`config.mk`:
```
export PLATFORM = sky130hd
export DESIGN_NAME = ts_pseudowire_sublayer_framer
export DESIGN_NICKNAME = d
export VERILOG_FILES = /design/src/core/ts_sublayer_pkg.sv /design/src/core/ts_pseudowire_sublayer_framer.sv /design/src/core/ts_beat_delay.sv /design/src/core/ts_counter_check.sv
export SDC_FILE = /design/constraint.sdc
export NUM_CORES = 2
export LEC_CHECK = 0
export ABC_AREA = 1
export BUFFER_PORTS_ARGS = -buffer_cell sky130_fd_sc_hd__buf_2
export CAP_MARGIN = 10
export CORE_ASPECT_RATIO = 0.7
export CORE_MARGIN = 1.5
export CORE_UTILIZATION = 43
export CTS_BUF_LIST = sky130_fd_sc_hd__clkbuf_4
export DETAILED_ROUTE_END_ITERATION = 7
export SLEW_MARGIN = 10
export SYNTH_ARGS = -nofsm -noshare
export SYNTH_HDL_FRONTEND = slang
export SYNTH_SLANG_ARGS = --single-unit
export TNS_END_PERCENT = 5
```
`constraint.sdc`:
```
create_clock -name i_clk -period 12 [get_ports i_clk]
set_input_delay 0 -clock i_clk [delete_from_list [all_inputs] [get_ports i_clk]]
set_output_delay 0 -clock i_clk [all_outputs]
set_load 0.05 [all_outputs]
```
`src/core/ts_sublayer_pkg.sv`:
```
/*
  Shared types and constants for the pseudowire sublayer receiver.
  Assumes one byte per beat, header bytes arriving most significant first.
*/
package ts_sublayer_pkg;

  // first header word as it sits on the wire, msb first
  typedef struct packed {
    logic pw_check_bit;
    logic numbering_ok_flag;
    logic [1:0] extended_type_code;
    logic reserved_pad_bit;
    logic [2:0] stream_selector;
    logic [7:0] mid_field;
    logic [15:0] packet_counter_field;
  } sub_hdr_type;

  // one payload byte travelling to the stream processing side
  typedef struct packed {
    logic v;
    logic [7:0] data;
    logic first;
    logic last;
    logic [7:0] idx;
    logic [7:0] chan;
  } ts_beat_type;

  typedef enum logic [2:0] {PS_IDLE, PS_HDR, PS_ARRAY, PS_PAYLOAD, PS_DISCARD} parse_state_type;

  localparam logic [7:0] HDR_LAST_IDX = 8'h03;
  localparam logic [7:0] ARRAY_LAST_IDX = 8'h13;
  localparam logic [7:0] TS_FIRST_IDX = 8'h00;
  localparam logic [7:0] TS_LAST_IDX = 8'hBB;
  localparam int ARRAY_ENTRIES = 10;
  localparam int CHAN_TABLE = 256;
  localparam logic [3:0] TS_COUNT_MIN = 4'h1;
  localparam logic [3:0] TS_COUNT_MAX = 4'hA;
  localparam int TS_COUNT_MSB = 3;
  localparam int ORD_MSB = 7;
  localparam int ORD_LSB = 4;
  localparam logic [1:0] EXT_DATA = 2'h0;
  localparam logic [1:0] EXT_PROBE = 2'h1;
  localparam int EXT_UNDEF_BIT = 1;
  localparam logic [7:0] CHAN_SINGLE = 8'h00;
  localparam logic [7:0] TS_SYNC = 8'h47;
  localparam logic [4:0] NULL_PID_HI = 5'h1F;
  localparam logic [7:0] NULL_HDR_B1 = 8'h1F;
  localparam logic [7:0] NULL_PID_LO = 8'hFF;
  localparam logic [7:0] NULL_HDR_B3 = 8'h10;
  localparam logic [7:0] NULL_FILL = 8'hFF;
  localparam logic [7:0] NULL_IDX_B1 = 8'h01;
  localparam logic [7:0] NULL_IDX_B2 = 8'h02;
  localparam logic [7:0] NULL_IDX_B3 = 8'h03;
  localparam int DELAY_DEPTH = 3;
  localparam int TAP_PID_LO = 0;
  localparam int TAP_PID_HI = 1;
  localparam int TAP_HEAD = 2;

  function automatic logic [3:0] ts_count_of(input sub_hdr_type h);
    return h.mid_field[TS_COUNT_MSB:0];
  endfunction

  // reserved pad bit and reserved fields are never looked at
  function automatic logic hdr_fault(input sub_hdr_type h, input logic multi, input logic [2:0] flow);
    logic cnt_bad;
    cnt_bad = (ts_count_of(h) < TS_COUNT_MIN) || (ts_count_of(h) > TS_COUNT_MAX);
    return h.pw_check_bit || h.extended_type_code[EXT_UNDEF_BIT] || (h.stream_selector != flow)
      || (multi && (h.extended_type_code == EXT_DATA) && cnt_bad);
  endfunction

  // byte of a null transport packet at a given position
  function automatic logic [7:0] null_byte(input logic [7:0] idx);
    if (idx == TS_FIRST_IDX) return TS_SYNC;
    else if (idx == NULL_IDX_B1) return NULL_HDR_B1;
    else if (idx == NULL_IDX_B2) return NULL_PID_LO;
    else if (idx == NULL_IDX_B3) return NULL_HDR_B3;
    else return NULL_FILL;
  endfunction

endpackage

```
`src/core/ts_pseudowire_sublayer_framer.sv`:
```
/*
  Receiver for the transport stream pseudowire sublayer: parses the
  single-channel and multi-channel headers, checks counters, routes
  each 188-byte packet to its channel, drops or substitutes nulls.
  Assumes a byte stream with start and end marks, no back-pressure,
  and mode and flow selection held steady during a frame.
*/
// Operation
// - single-channel header fields in fixed order
// - counter used only when flagged valid
// - code 01 latency probe, 10/11 undefined
// - reserved bits ignored on receive
// - counter steps by one per packet
// - one single-channel session per channel
// - accept one to seven packets per frame; no limit is enforced in single mode
// - null packets may be discarded
// - only one stream selector supported
// - multi-channel word adds count field
// - packet count legal from one to ten
// - four-byte word plus twenty-byte entry array
// - entries past the count are ignored
// - channel pointer routes each packet
// - per-channel order count tracked
// - channel packets replaceable by nulls
// - each segment is one 188-byte packet
// - malformed headers cause frame drop
`timescale 1ns/100ps
`default_nettype none
module ts_pseudowire_sublayer_framer (
  input wire logic i_clk,
  input wire logic i_sys_rst,
  input wire logic i_mode_multi,
  input wire logic [2:0] i_flow_sel,
  input wire logic i_null_drop_en,
  input wire logic i_subst_en,
  input wire logic [7:0] i_subst_chan,
  input wire logic [7:0] i_rx_byte,
  input wire logic i_rx_valid,
  input wire logic i_rx_sop,
  input wire logic i_rx_eop,
  output logic o_ts_valid,
  output ts_sublayer_pkg::ts_beat_type o_ts_beat,
  output logic o_hdr_drop,
  output logic o_probe_seen,
  output logic o_trunc_err,
  output logic o_seq_gap,
  output logic [15:0] o_last_counter,
  output logic o_chan_gap,
  output logic [7:0] o_gap_chan,
  output logic o_null_dropped
);
  import ts_sublayer_pkg::*;

  parse_state_type state_r;
  parse_state_type state_nxt;
  logic [7:0] cnt_r;
  logic [23:0] hdr_r;
  logic mode_multi_r;
  logic [3:0] ts_count_r;
  logic [3:0] pkt_idx_r;
  logic [7:0] ptr_r [ARRAY_ENTRIES];
  logic [3:0] ord_r [ARRAY_ENTRIES];
  logic [3:0] exp_tab_r [CHAN_TABLE];
  logic [CHAN_TABLE-1:0] seen_r;
  logic drain_r;
  logic drop_pkt_r;
  logic subst_pkt_r;
  sub_hdr_type hdr_word;
  logic hdr_done;
  logic hdr_bad;
  logic hdr_probe;
  logic hdr_short;
  logic payload_push;
  logic pkt_end;
  logic frame_over;
  logic chan_chk;
  logic [7:0] chan_cur;
  logic [3:0] ord_cur;
  logic seq_strobe;
  logic shift;
  ts_beat_type beat_in;
  ts_beat_type [DELAY_DEPTH-1:0] taps;
  ts_beat_type head;
  logic out_fire;
  logic null_now;
  logic subst_now;
  logic drop_now;
  logic subst_cur;

  // header word completes on its fourth byte, msb first
  assign hdr_word = {hdr_r, i_rx_byte};
  assign hdr_done = i_rx_valid && !i_rx_sop && !i_rx_eop && (state_r == PS_HDR) && (cnt_r == HDR_LAST_IDX);
  assign hdr_bad = hdr_fault(hdr_word, mode_multi_r, i_flow_sel);
  assign hdr_probe = (hdr_word.extended_type_code == EXT_PROBE);
  assign hdr_short = i_rx_valid && i_rx_eop && (i_rx_sop || (state_r == PS_HDR));
  assign seq_strobe = hdr_done && !hdr_bad && !hdr_probe && hdr_word.numbering_ok_flag;

  // payload bytes and packet boundaries, 188 bytes each
  assign payload_push = i_rx_valid && !i_rx_sop && (state_r == PS_PAYLOAD);
  assign pkt_end = payload_push && (cnt_r == TS_LAST_IDX);
  assign frame_over = pkt_end && mode_multi_r && (4'(pkt_idx_r + 4'h1) == ts_count_r);
  assign chan_cur = mode_multi_r ? ptr_r[pkt_idx_r] : CHAN_SINGLE;
  assign ord_cur = ord_r[pkt_idx_r];
  assign chan_chk = payload_push && mode_multi_r && (cnt_r == TS_FIRST_IDX);

  // parser next state; a start mark restarts the header unless it also carries the end mark
  always_comb begin
    state_nxt = state_r;
    if (i_rx_valid) begin
      if (i_rx_sop) begin
        state_nxt = i_rx_eop ? PS_IDLE : PS_HDR;
      end else begin
        case (state_r)
          PS_HDR: begin
            if (i_rx_eop) begin
              state_nxt = PS_IDLE;
            end else if (cnt_r == HDR_LAST_IDX) begin
              if (hdr_bad || hdr_probe) begin
                state_nxt = PS_DISCARD;
              end else if (mode_multi_r) begin
                state_nxt = PS_ARRAY;
              end else begin
                state_nxt = PS_PAYLOAD;
              end
            end
          end
          PS_ARRAY: begin
            if (i_rx_eop) begin
              state_nxt = PS_IDLE;
            end else if (cnt_r == ARRAY_LAST_IDX) begin
              state_nxt = PS_PAYLOAD;
            end
          end
          PS_PAYLOAD: begin
            if (i_rx_eop) begin
              state_nxt = PS_IDLE;
            end else if (frame_over) begin
              state_nxt = PS_DISCARD;
            end
          end
          PS_DISCARD: begin
            if (i_rx_eop) begin
              state_nxt = PS_IDLE;
            end
          end
          default: begin
            state_nxt = PS_IDLE;
          end
        endcase
      end
    end
  end

  // one session, one parser: a single flow is tracked at a time
  always_ff @(posedge i_clk) begin
    if (i_sys_rst) begin
      state_r <= PS_IDLE;
    end else begin
      state_r <= state_nxt;
    end
  end

  // byte position within header, entry array or transport packet
  always_ff @(posedge i_clk) begin
    if (i_sys_rst) begin
      cnt_r <= 8'h00;
    end else if (i_rx_valid) begin
      if (i_rx_sop) begin
        cnt_r <= 8'h01;
      end else if (state_r == PS_HDR) begin
        cnt_r <= (cnt_r == HDR_LAST_IDX) ? TS_FIRST_IDX : 8'(cnt_r + 8'h01);
      end else if (state_r == PS_ARRAY) begin
        cnt_r <= (cnt_r == ARRAY_LAST_IDX) ? TS_FIRST_IDX : 8'(cnt_r + 8'h01);
      end else if (state_r == PS_PAYLOAD) begin
        cnt_r <= (cnt_r == TS_LAST_IDX) ? TS_FIRST_IDX : 8'(cnt_r + 8'h01);
      end
    end
  end

  // header capture; mode comes from the control side, not the header
  always_ff @(posedge i_clk) begin
    if (i_sys_rst) begin
      hdr_r <= 24'h000000;
      mode_multi_r <= 1'b0;
      ts_count_r <= 4'h0;
    end else if (i_rx_valid) begin
      if (i_rx_sop || (state_r == PS_HDR)) begin
        hdr_r <= {hdr_r[15:0], i_rx_byte};
      end
      if (i_rx_sop) begin
        mode_multi_r <= i_mode_multi;
      end
      if (hdr_done) begin
        ts_count_r <= ts_count_of(hdr_word);
      end
    end
  end

  // entry array: pointer byte, then order count in the high nibble
  always_ff @(posedge i_clk) begin
    if (i_rx_valid && !i_rx_sop && (state_r == PS_ARRAY)) begin
      if (!cnt_r[0]) begin
        ptr_r[cnt_r[4:1]] <= i_rx_byte;
      end else begin
        ord_r[cnt_r[4:1]] <= i_rx_byte[ORD_MSB:ORD_LSB];
      end
    end
  end

  // packet index; single-channel frames carry any number of packets
  always_ff @(posedge i_clk) begin
    if (i_sys_rst) begin
      pkt_idx_r <= 4'h0;
    end else if (hdr_done) begin
      pkt_idx_r <= 4'h0;
    end else if (pkt_end && mode_multi_r) begin
      pkt_idx_r <= 4'(pkt_idx_r + 4'h1);
    end
  end

  // per-channel accounting; the seen bits guard the unreset table
  always_ff @(posedge i_clk) begin
    if (i_sys_rst) begin
      seen_r <= '0;
      o_chan_gap <= 1'b0;
      o_gap_chan <= 8'h00;
    end else begin
      o_chan_gap <= chan_chk && seen_r[chan_cur] && (exp_tab_r[chan_cur] != ord_cur);
      if (chan_chk) begin
        seen_r[chan_cur] <= 1'b1;
        o_gap_chan <= chan_cur;
        exp_tab_r[chan_cur] <= 4'(ord_cur + 4'h1);
      end
    end
  end

  // header and framing events, one-cycle pulses
  always_ff @(posedge i_clk) begin
    if (i_sys_rst) begin
      o_hdr_drop <= 1'b0;
      o_probe_seen <= 1'b0;
      o_trunc_err <= 1'b0;
    end else begin
      o_hdr_drop <= (hdr_done && hdr_bad) || hdr_short;
      o_probe_seen <= hdr_done && !hdr_bad && hdr_probe;
      o_trunc_err <= i_rx_valid && (((state_r == PS_ARRAY) && (i_rx_eop || i_rx_sop)) || (!i_rx_sop
        && (state_r == PS_PAYLOAD) && i_rx_eop && ((cnt_r != TS_LAST_IDX) || (mode_multi_r && !frame_over))));
    end
  end

  ts_counter_check u_counter_check (
    .i_clk(i_clk),
    .i_sys_rst(i_sys_rst),
    .i_strobe(seq_strobe),
    .i_value(hdr_word.packet_counter_field),
    .o_gap(o_seq_gap),
    .o_last(o_last_counter)
  );

  // drain the look-ahead after a frame end; the end mark wins, as the last byte is also a push
  always_ff @(posedge i_clk) begin
    if (i_sys_rst) begin
      drain_r <= 1'b0;
    end else if (i_rx_valid && i_rx_eop) begin
      drain_r <= 1'b1;
    end else if (payload_push) begin
      drain_r <= 1'b0;
    end
  end

  assign shift = payload_push || drain_r;
  assign beat_in = '{v: payload_push, data: i_rx_byte, first: (cnt_r == TS_FIRST_IDX),
    last: (cnt_r == TS_LAST_IDX), idx: cnt_r, chan: chan_cur};

  ts_beat_delay u_beat_delay (
    .i_clk(i_clk),
    .i_sys_rst(i_sys_rst),
    .i_shift(shift),
    .i_beat(beat_in),
    .o_taps(taps)
  );

  // null detection looks two bytes ahead at the packet identifier
  assign head = taps[TAP_HEAD];
  assign out_fire = shift && head.v;
  assign null_now = head.first && taps[TAP_PID_HI].v && (taps[TAP_PID_HI].data[4:0] == NULL_PID_HI)
    && (taps[TAP_PID_LO].data == NULL_PID_LO);
  assign subst_now = i_subst_en && (head.chan == i_subst_chan);
  assign subst_cur = head.first ? subst_now : subst_pkt_r;
  assign drop_now = head.first ? (null_now && i_null_drop_en && !subst_now) : drop_pkt_r;

  // decisions are latched at the first byte so a packet is never split
  always_ff @(posedge i_clk) begin
    if (i_sys_rst) begin
      drop_pkt_r <= 1'b0;
      subst_pkt_r <= 1'b0;
    end else if (out_fire && head.first) begin
      drop_pkt_r <= null_now && i_null_drop_en && !subst_now;
      subst_pkt_r <= subst_now;
    end
  end

  // output stage; substituted packets keep the channel's byte rate
  always_ff @(posedge i_clk) begin
    if (i_sys_rst) begin
      o_ts_valid <= 1'b0;
      o_ts_beat <= '0;
      o_null_dropped <= 1'b0;
    end else begin
      o_ts_valid <= out_fire && !drop_now;
      o_null_dropped <= out_fire && head.first && drop_now;
      if (out_fire) begin
        o_ts_beat <= head;
        o_ts_beat.data <= subst_cur ? null_byte(head.idx) : head.data;
      end
    end
  end
endmodule
`default_nettype wire

```
`src/core/ts_beat_delay.sv`:
```
/*
  Short delay line for payload beats, giving a look-ahead on the
  packet identifier. Assumes the caller shifts it on every push and
  keeps shifting while draining after a frame end.
*/
`timescale 1ns/100ps
`default_nettype none
module ts_beat_delay (
  input wire logic i_clk,
  input wire logic i_sys_rst,
  input wire logic i_shift,
  input wire ts_sublayer_pkg::ts_beat_type i_beat,
  output ts_sublayer_pkg::ts_beat_type [ts_sublayer_pkg::DELAY_DEPTH-1:0] o_taps
);
  import ts_sublayer_pkg::*;

  // shift only on demand so gaps inside a payload stall the line
  always_ff @(posedge i_clk) begin
    if (i_sys_rst) begin
      o_taps <= '0;
    end else if (i_shift) begin
      o_taps <= {o_taps[DELAY_DEPTH-2:0], i_beat};
    end
  end

endmodule
`default_nettype wire

```
`src/core/ts_counter_check.sv`:
```
/*
  Packet counter continuity check for the sublayer header.
  Assumes a one-cycle strobe only for headers whose counter is valid.
*/
`timescale 1ns/100ps
`default_nettype none
module ts_counter_check (
  input wire logic i_clk,
  input wire logic i_sys_rst,
  input wire logic i_strobe,
  input wire logic [15:0] i_value,
  output logic o_gap,
  output logic [15:0] o_last
);
  import ts_sublayer_pkg::*;

  logic seen_r;

  // the first counter is never judged, its start value is arbitrary
  always_ff @(posedge i_clk) begin
    if (i_sys_rst) begin
      seen_r <= 1'b0;
      o_last <= 16'h0000;
      o_gap <= 1'b0;
    end else begin
      o_gap <= i_strobe && seen_r && (i_value != 16'(o_last + 16'h0001));
      if (i_strobe) begin
        seen_r <= 1'b1;
        o_last <= i_value;
      end
    end
  end
endmodule
`default_nettype wire

```
Word level (Yosys, flattened, before mapping)
Memory sizes are Yosys's and may differ from the RTL's. A register that Yosys moved wholly into a read port is not among the register bits.
Index checks and enable logic that the tools add are counted.
{ "op_classes": {"order_cmp": 4, "n_reduce_logical": 70, "n_addsub": 4, "eq_ne": 23, "bitwise_logic": 1, "mux": 46} }
{ "ops": {"columns": ["cell", "n"], "rows": [
  ["$or 256x256->256", 1],
  ["$mux 8", 13],
  ["$logic_and 1x1->1", 41],
  ["$mux 3", 9],
  ["$eq 8x2->1 const B", 3],
  ["$mux 1", 17],
  ["$add 16x1->16 const B", 1],
  ["$eq 8x8->1 const B", 2],
  ["$logic_not 8->1", 2],
  ["$mux 4", 4],
  ["$ne 16x16->1", 1],
  ["$pmux 3 s4", 1],
  ["$logic_or 1x1->1", 11],
  ["$lt 8x9->1 const B", 1],
  ["$add 4x1->4 const B", 2],
  ["$add 8x1->8 const B", 1],
  ["$bmux 1 s8", 1],
  ["$demux 1 s8", 1],
  ["$eq 8x1->1 const B", 1],
  ["$eq 8x5->1 const B", 1],
  ["$eq 8x8->1", 1],
  ["$ge 8x1->1 const B", 1],
  ["$ne 4x4->1 const B", 2],
  ["$ne 8x8->1 const B", 1],
  ["other kinds (19)", 29]
]} }
{ "totals": {"in_bits": 27, "word_cells": 195, "ramBits": 1144, "output_inout_bits": 58, "mem_count": 3, "reg_bits": 443} }
{ "memory_table": {"columns": ["name", "depth", "word_bits", "read_ports", "rd_ports_with_merged_regs", "write_ports", "line", "rtl"], "rows": [
  ["exp_tab_r", 256, 4, 1, 0, 1, "ts_pseudowire_sublayer_framer.sv:63", "logic [3:0] exp_tab_r [CHAN_TABLE];"],
  ["ptr_r", 10, 8, 1, 1, 1, "ts_pseudowire_sublayer_framer.sv:61", "logic [7:0] ptr_r [ARRAY_ENTRIES];"],
  ["ord_r", 10, 4, 1, 1, 1, "ts_pseudowire_sublayer_framer.sv:62", "logic [3:0] ord_r [ARRAY_ENTRIES];"]
]} }

Longest topological paths before layout
{ "depth": {"word_depth": 12, "ltp_mapped": 29, "depth_no_buf": 24} }

Modules after synthesis
A second synthesis with hierarchy kept.
{ "hier_totals": {"hier_cells": 7397, "area_unflattened_um2": 68552.0} }
{ "modules_own_cells": {"columns": ["module", "seq_area_each_um2", "area_per_inst_um2", "cells_per_inst", "instances"], "rows": [
  ["ts_pseudowire_sublayer_framer", 41299.6, 63928.8, 6677, 1],
  ["ts_beat_delay", 1621.6, 3325.7, 513, 1],
  ["ts_counter_check", 360.3, 1297.5, 207, 1]
]} }

Least setup slack after synthesis
Ideal clock, no wire load.
{ "synth_path": {"path_kind": "reg2reg", "from": "reg (tool-made name)", "to": "mem exp_tab_r[0][2] (data pin)", "path_stages_with_launch": 14, "t_arrival_ns": 8.457, "slack_ns": 2.017, "t_required_ns": 10.474, "path_cell_list": "dfxtp_1 > buf_6 > inv_2 > buf_6 > buf_6 > buf_4 > buf_4 > clkbuf_1 > o21ai_0 > o22ai_1 > o211ai_1 > nand2_1 > ha_1 > xor2_1"} }
{ "synth_lines": {"columns": ["item", "line"], "rows": [
  ["to (decl)", "ts_pseudowire_sublayer_framer.sv:63"]
]} }

==> results.py <==
metrics = {
    "run_status": {
        "status": "finished, violations left",
        "failed_checks": "DRC",
    },
    "global_routing": {
        "antenna_violations_before_repair": 5,
        "gr-usage-all-layers_pct": 23.7,
        "grt.overflow.total": 0,
        "grt_start_max_net_pins": 209,
        "grt_first_pass_wirelength_um": 292000,
        "number_of_global_route_vias_before_repair": 48079,
    },
    "routing": {
        "detailroute.via_count": 50395,
        "first_pass_drt_iterations": 8,
        "post_drt_wl_per_cell_um": 20.0,
        "detail_route.drc_violations": 7,
        "detailed_route_wire_length_um": 192000,
        "route.detailed.vias_per_inst": 5.24,
        "detail-route-antenna-nets": 0,
        "drt_first_iter_violations": 5975,
    },
    "worst_setup_path": {
        "worstPathCellList": "buf_4 -> inv_2 -> buf_4 -> o21ai_1 -> nand2_8 -> nand2_8 -> buf_12 -> buf_12 -> o21ai_0 -> nand2_1 -> nand2_1 -> nand2_1 -> nand2_1 -> o21ai_0 -> nand2_1 -> nor2_1 -> nor2_1 -> nor2_1 -> nand2_1 -> nand2_1 -> nand2_1 -> nor2_1 -> a21oi_1",
        "reg2reg_slack_ns": 5.43,
        "rr_worst_depth": 23,
        "worst_setup_path_end_kind": "flip-flop",
        "timing.critical_path.fanout_max": 208,
        "critPathKind": "reg2reg",
        "critical-path-slowest-cell": "sky130_fd_sc_hd__nand2_8",
        "critPathMostFrequentCell": "sky130_fd_sc_hd__nand2_1",
        "r2r_end": "o_chan_gap$_SDFF_PP0_",
        "critical_path.n_buffers_inverters": 5,
        "timing.critical_path.from_type": "flip-flop",
        "timing.critical_path.arrival_ns": 7.77,
        "critical_path.max_stage_delay_ns": 0.60,
        "worst_path_top_cell_family_by_delay": "buffers and inverters",
        "required_ns": 13.20,
    },
    "die": {
        "floorplan.die.height_um": 335,
        "core.rowCount": 121,
        "coreArea_mm2": 0.156,
        "boundaryPins": 85,
        "die_area_mm2": 0.159,
        "start_util_pct": 43.4,
        "die_span_in_x_um": 477,
    },
    "sta": {
        "final_clock_skew_ns": 0.0680,
        "period_utilisation_layout_pct": 54.7,
        "timing_worst_slew_pin_value_ns": 1.17,
        "timing.hold.ws_ns": 0.140,
        "slew_hr_pct": 22.3,
        "final-max-slew-violation-count": 0,
        "finalSetupTns_ns": 0,
        "final_period_minus_worst_setup_slack_ns": 6.57,
        "setup_viol_count_final": 0,
        "final_hold_viol_count": 0,
        "max_freq_mhz": 152,
        "unrepaired_setup_endpoints_after_global_routing": "false",
    },
    "power": {
        "power.static_leakage_nw": 30.2,
        "p_per_area_mw_per_mm2": 144,
        "vdd_drop_max_mv": 0.104,
    },
    "synthesis": {
        "number_of_register_bits_inferred_by_synthesis": 1590,
        "post_synth_instance_area_mm2": 0.0675,
        "synth-edff-count": 1144,
        "post_synth.cell_area_avg_um2": 9.51,
        "synth_fp_nets": 7132,
        "synth-warning-count": 0,
        "fraction_of_the_yosys_area_taken_by_sequential_cells_pct": 64.1,
        "synth_cell_types": 52,
        "async_flop_share_pct": 0,
        "synthesis.instances": 7100,
        "synth_flop_cell": "sky130_fd_sc_hd__edfxtp_1",
    },
    "final_layout": {
        "finalNonFillerCells": 9616,
        "filler_cell_count": 14802,
        "area.growth.synth_to_final_pct": 10.8,
        "layout-drive-gt1-share_pct": 10.9,
        "layout.nets": 7291,
    },
    "clock_tree": {
        "cts_num_sinks": 1590,
        "cts-resized-gates": 0,
        "cts_inserted_buffers": 387,
        "clock_tree.root_cell": "sky130_fd_sc_hd__clkbuf_4",
        "cts_max_path_buffers": 4,
        "cts_setup_buffers": 0,
        "clkSlewWorstSetupHoldPaths_ns": 0.07,
        "clock_tree.htree_level_count": 5,
        "clock_insertion_delay_worst_skew_ns": 1.31,
        "clock_tree_from_tritoncts": "done",
    },
    "min_path": {
        "holdCritStartpoint": "i_mode_multi",
        "whs_path_depth": 5,
        "worstHoldEndpoint": "mode_multi_r$_SDFFE_PP0P_",
        "kind_of_path_behind_the_tightest_hold_check": "in2reg",
    },
    "run": {
        "max_cap_violations": 0,
    },
    "placement": {
        "place_hpwl_um": 106000,
        "placed_cells_incl_taps": 8912,
        "port-buffer-count": 84,
        "finalWeightedCongestion": 0.837,
    },
}
worst reg2reg max path, cell delays in order, from the launching register on:
cell,delay [ns]
sky130_fd_sc_hd__dfxtp_2,0.31
sky130_fd_sc_hd__buf_4,0.50
sky130_fd_sc_hd__inv_2,0.31
sky130_fd_sc_hd__buf_4,0.33
sky130_fd_sc_hd__o21ai_1,0.53
sky130_fd_sc_hd__nand2_8,0.39
sky130_fd_sc_hd__nand2_8,0.65
sky130_fd_sc_hd__buf_12,0.65
sky130_fd_sc_hd__buf_12,0.81
sky130_fd_sc_hd__o21ai_0,0.40
sky130_fd_sc_hd__nand2_1,0.10
sky130_fd_sc_hd__nand2_1,0.08
sky130_fd_sc_hd__nand2_1,0.06
sky130_fd_sc_hd__nand2_1,0.05
sky130_fd_sc_hd__o21ai_0,0.51
sky130_fd_sc_hd__nand2_1,0.11
sky130_fd_sc_hd__nor2_1,0.11
sky130_fd_sc_hd__nor2_1,0.05
sky130_fd_sc_hd__nor2_1,0.16
sky130_fd_sc_hd__nand2_1,0.08
sky130_fd_sc_hd__nand2_1,0.07
sky130_fd_sc_hd__nand2_1,0.06
sky130_fd_sc_hd__nor2_1,0.12
sky130_fd_sc_hd__a21oi_1,0.08
cells in the final DEF (no fill, tap or decap), drive strengths merged, types with 2 or more instances in the layout:
cell type    count
a22o            50
a21boi           2
dfxtp          446
or2              2
diode            5
a21oi          110
bufinv           4
nor4             6
clkinv          57
buf            169
o21bai           2
o21ai          733
xnor2           11
o22ai          221
ha               5
dlygate4sd3     49
nor3            14
a211oi           3
nand4           22
nor2           740
a22oi           26
o21a             2
o211ai          21
o2111ai          2
inv            782
xor2            29
clkbuf         587
o221ai          17
edfxtp        1144
nand3b         150
nand2         2034
nand3           68
sequential cells by signal, summed over array words and instances, names as in the netlist, 3 cells and up, named ones only:
name and cells:
ord_r 40, ptr_r 80, cnt_r 8, exp_tab_r 1024, pkt_idx_r 4, u_counter_check.o_last 16, o_ts_beat 27, hdr_r 23
ts_count_r 4, o_gap_chan 8, state_r 3, u_beat_delay.o_taps 81, seen_r 256
cell usage after synthesis (all sizes together), types with 68 or more instances:
cell type,count,area share (%)
nand2,2034,11
o22ai,221,2.0
buf,206,1.6
clkbuf,242,1.3
nand3,68,0.51
dfxtp,446,13
o21ai,733,5.4
nor2,740,4.1
inv,779,4.3
edfxtp,1144,51
a21oi,110,0.82
nand3b,150,1.7
metal layers:
metal	vias to the layer above	share of wire (%)	track usage, %
met2	2197	41	33.4
met4	0	2.0	7.45
met3	300	9.3	4.52
met1	23945	47	36.4
li1	23953	-	-
met5	-	0	0
cell type report:
class / instances / area (µm²) / area share [%]
clock inverters: 63 / 347 / 0.463
well taps: 2091 / 2620 / 3.50
multi-input cells: 4281 / 19500 / 26.1
diodes: 5 / 12.5 / 0.0167
flip-flops and latches: 1590 / 43300 / 57.9
clock buffers: 587 / 4410 / 5.89
repair buffers: 218 / 1680 / 2.25
inverters: 781 / 2950 / 3.95
worst max-delay path by stage:
stage / start / cells past startpoint / endpoint
floorplan: flip-flop / 13 / exp_tab_r[0][2]$_DFFE_PP_
global placement: flip-flop / 23 / o_chan_gap$_SDFF_PP0_
detailed placement: flip-flop / 23 / o_chan_gap$_SDFF_PP0_
CTS: flip-flop / 23 / o_chan_gap$_SDFF_PP0_
global route: flip-flop / 23 / o_chan_gap$_SDFF_PP0_
finish: flip-flop / 23 / o_chan_gap$_SDFF_PP0_
timing repair:
item	4_1_cts	5_1_grt
hold endpoints to repair	590	0
hold buffers	49	0
endpoints found under the setup margin	0	0
cell families (layout without fill, tap and decap cells):
kind of cell,count (synthesis),in the layout,synth area share (%)
AO/OA/AOI/OAI,1198,1198,9.93
XOR/XNOR,40,40,0.519
adder cells (fa/ha/maj),5,5,0.0926
buffers and inverters,1229,1649,7.32
flip-flops,1590,1590,64.1
other,0,5,0
AND/OR/NAND/NOR,3038,3038,18.0
power breakdown:
part	switching (mW)	internal [mW]	leakage [nW]
Clock	2.17	2.29	2.86
Sequential	0.0252	5.85	13.9
Combinational	0.337	0.121	13.5
stage by stage:
step / utilization, % / power, mW / area [µm²] / setup WS [ns]
finish: 48.0 / 10.8 / 74800 / 5.43
global route: 48.0 / 11.2 / 74800 / 4.83
CTS: 48.0 / 10.9 / 74800 / 5.60
detailed placement: 44.6 / 6.43 / 69600 / 5.62
global placement: 44.6 / 6.43 / 69600 / 5.67
floorplan: - / 6.28 / 67500 / 2.02
No activity file was read; power rests on OpenSTA's default activity.
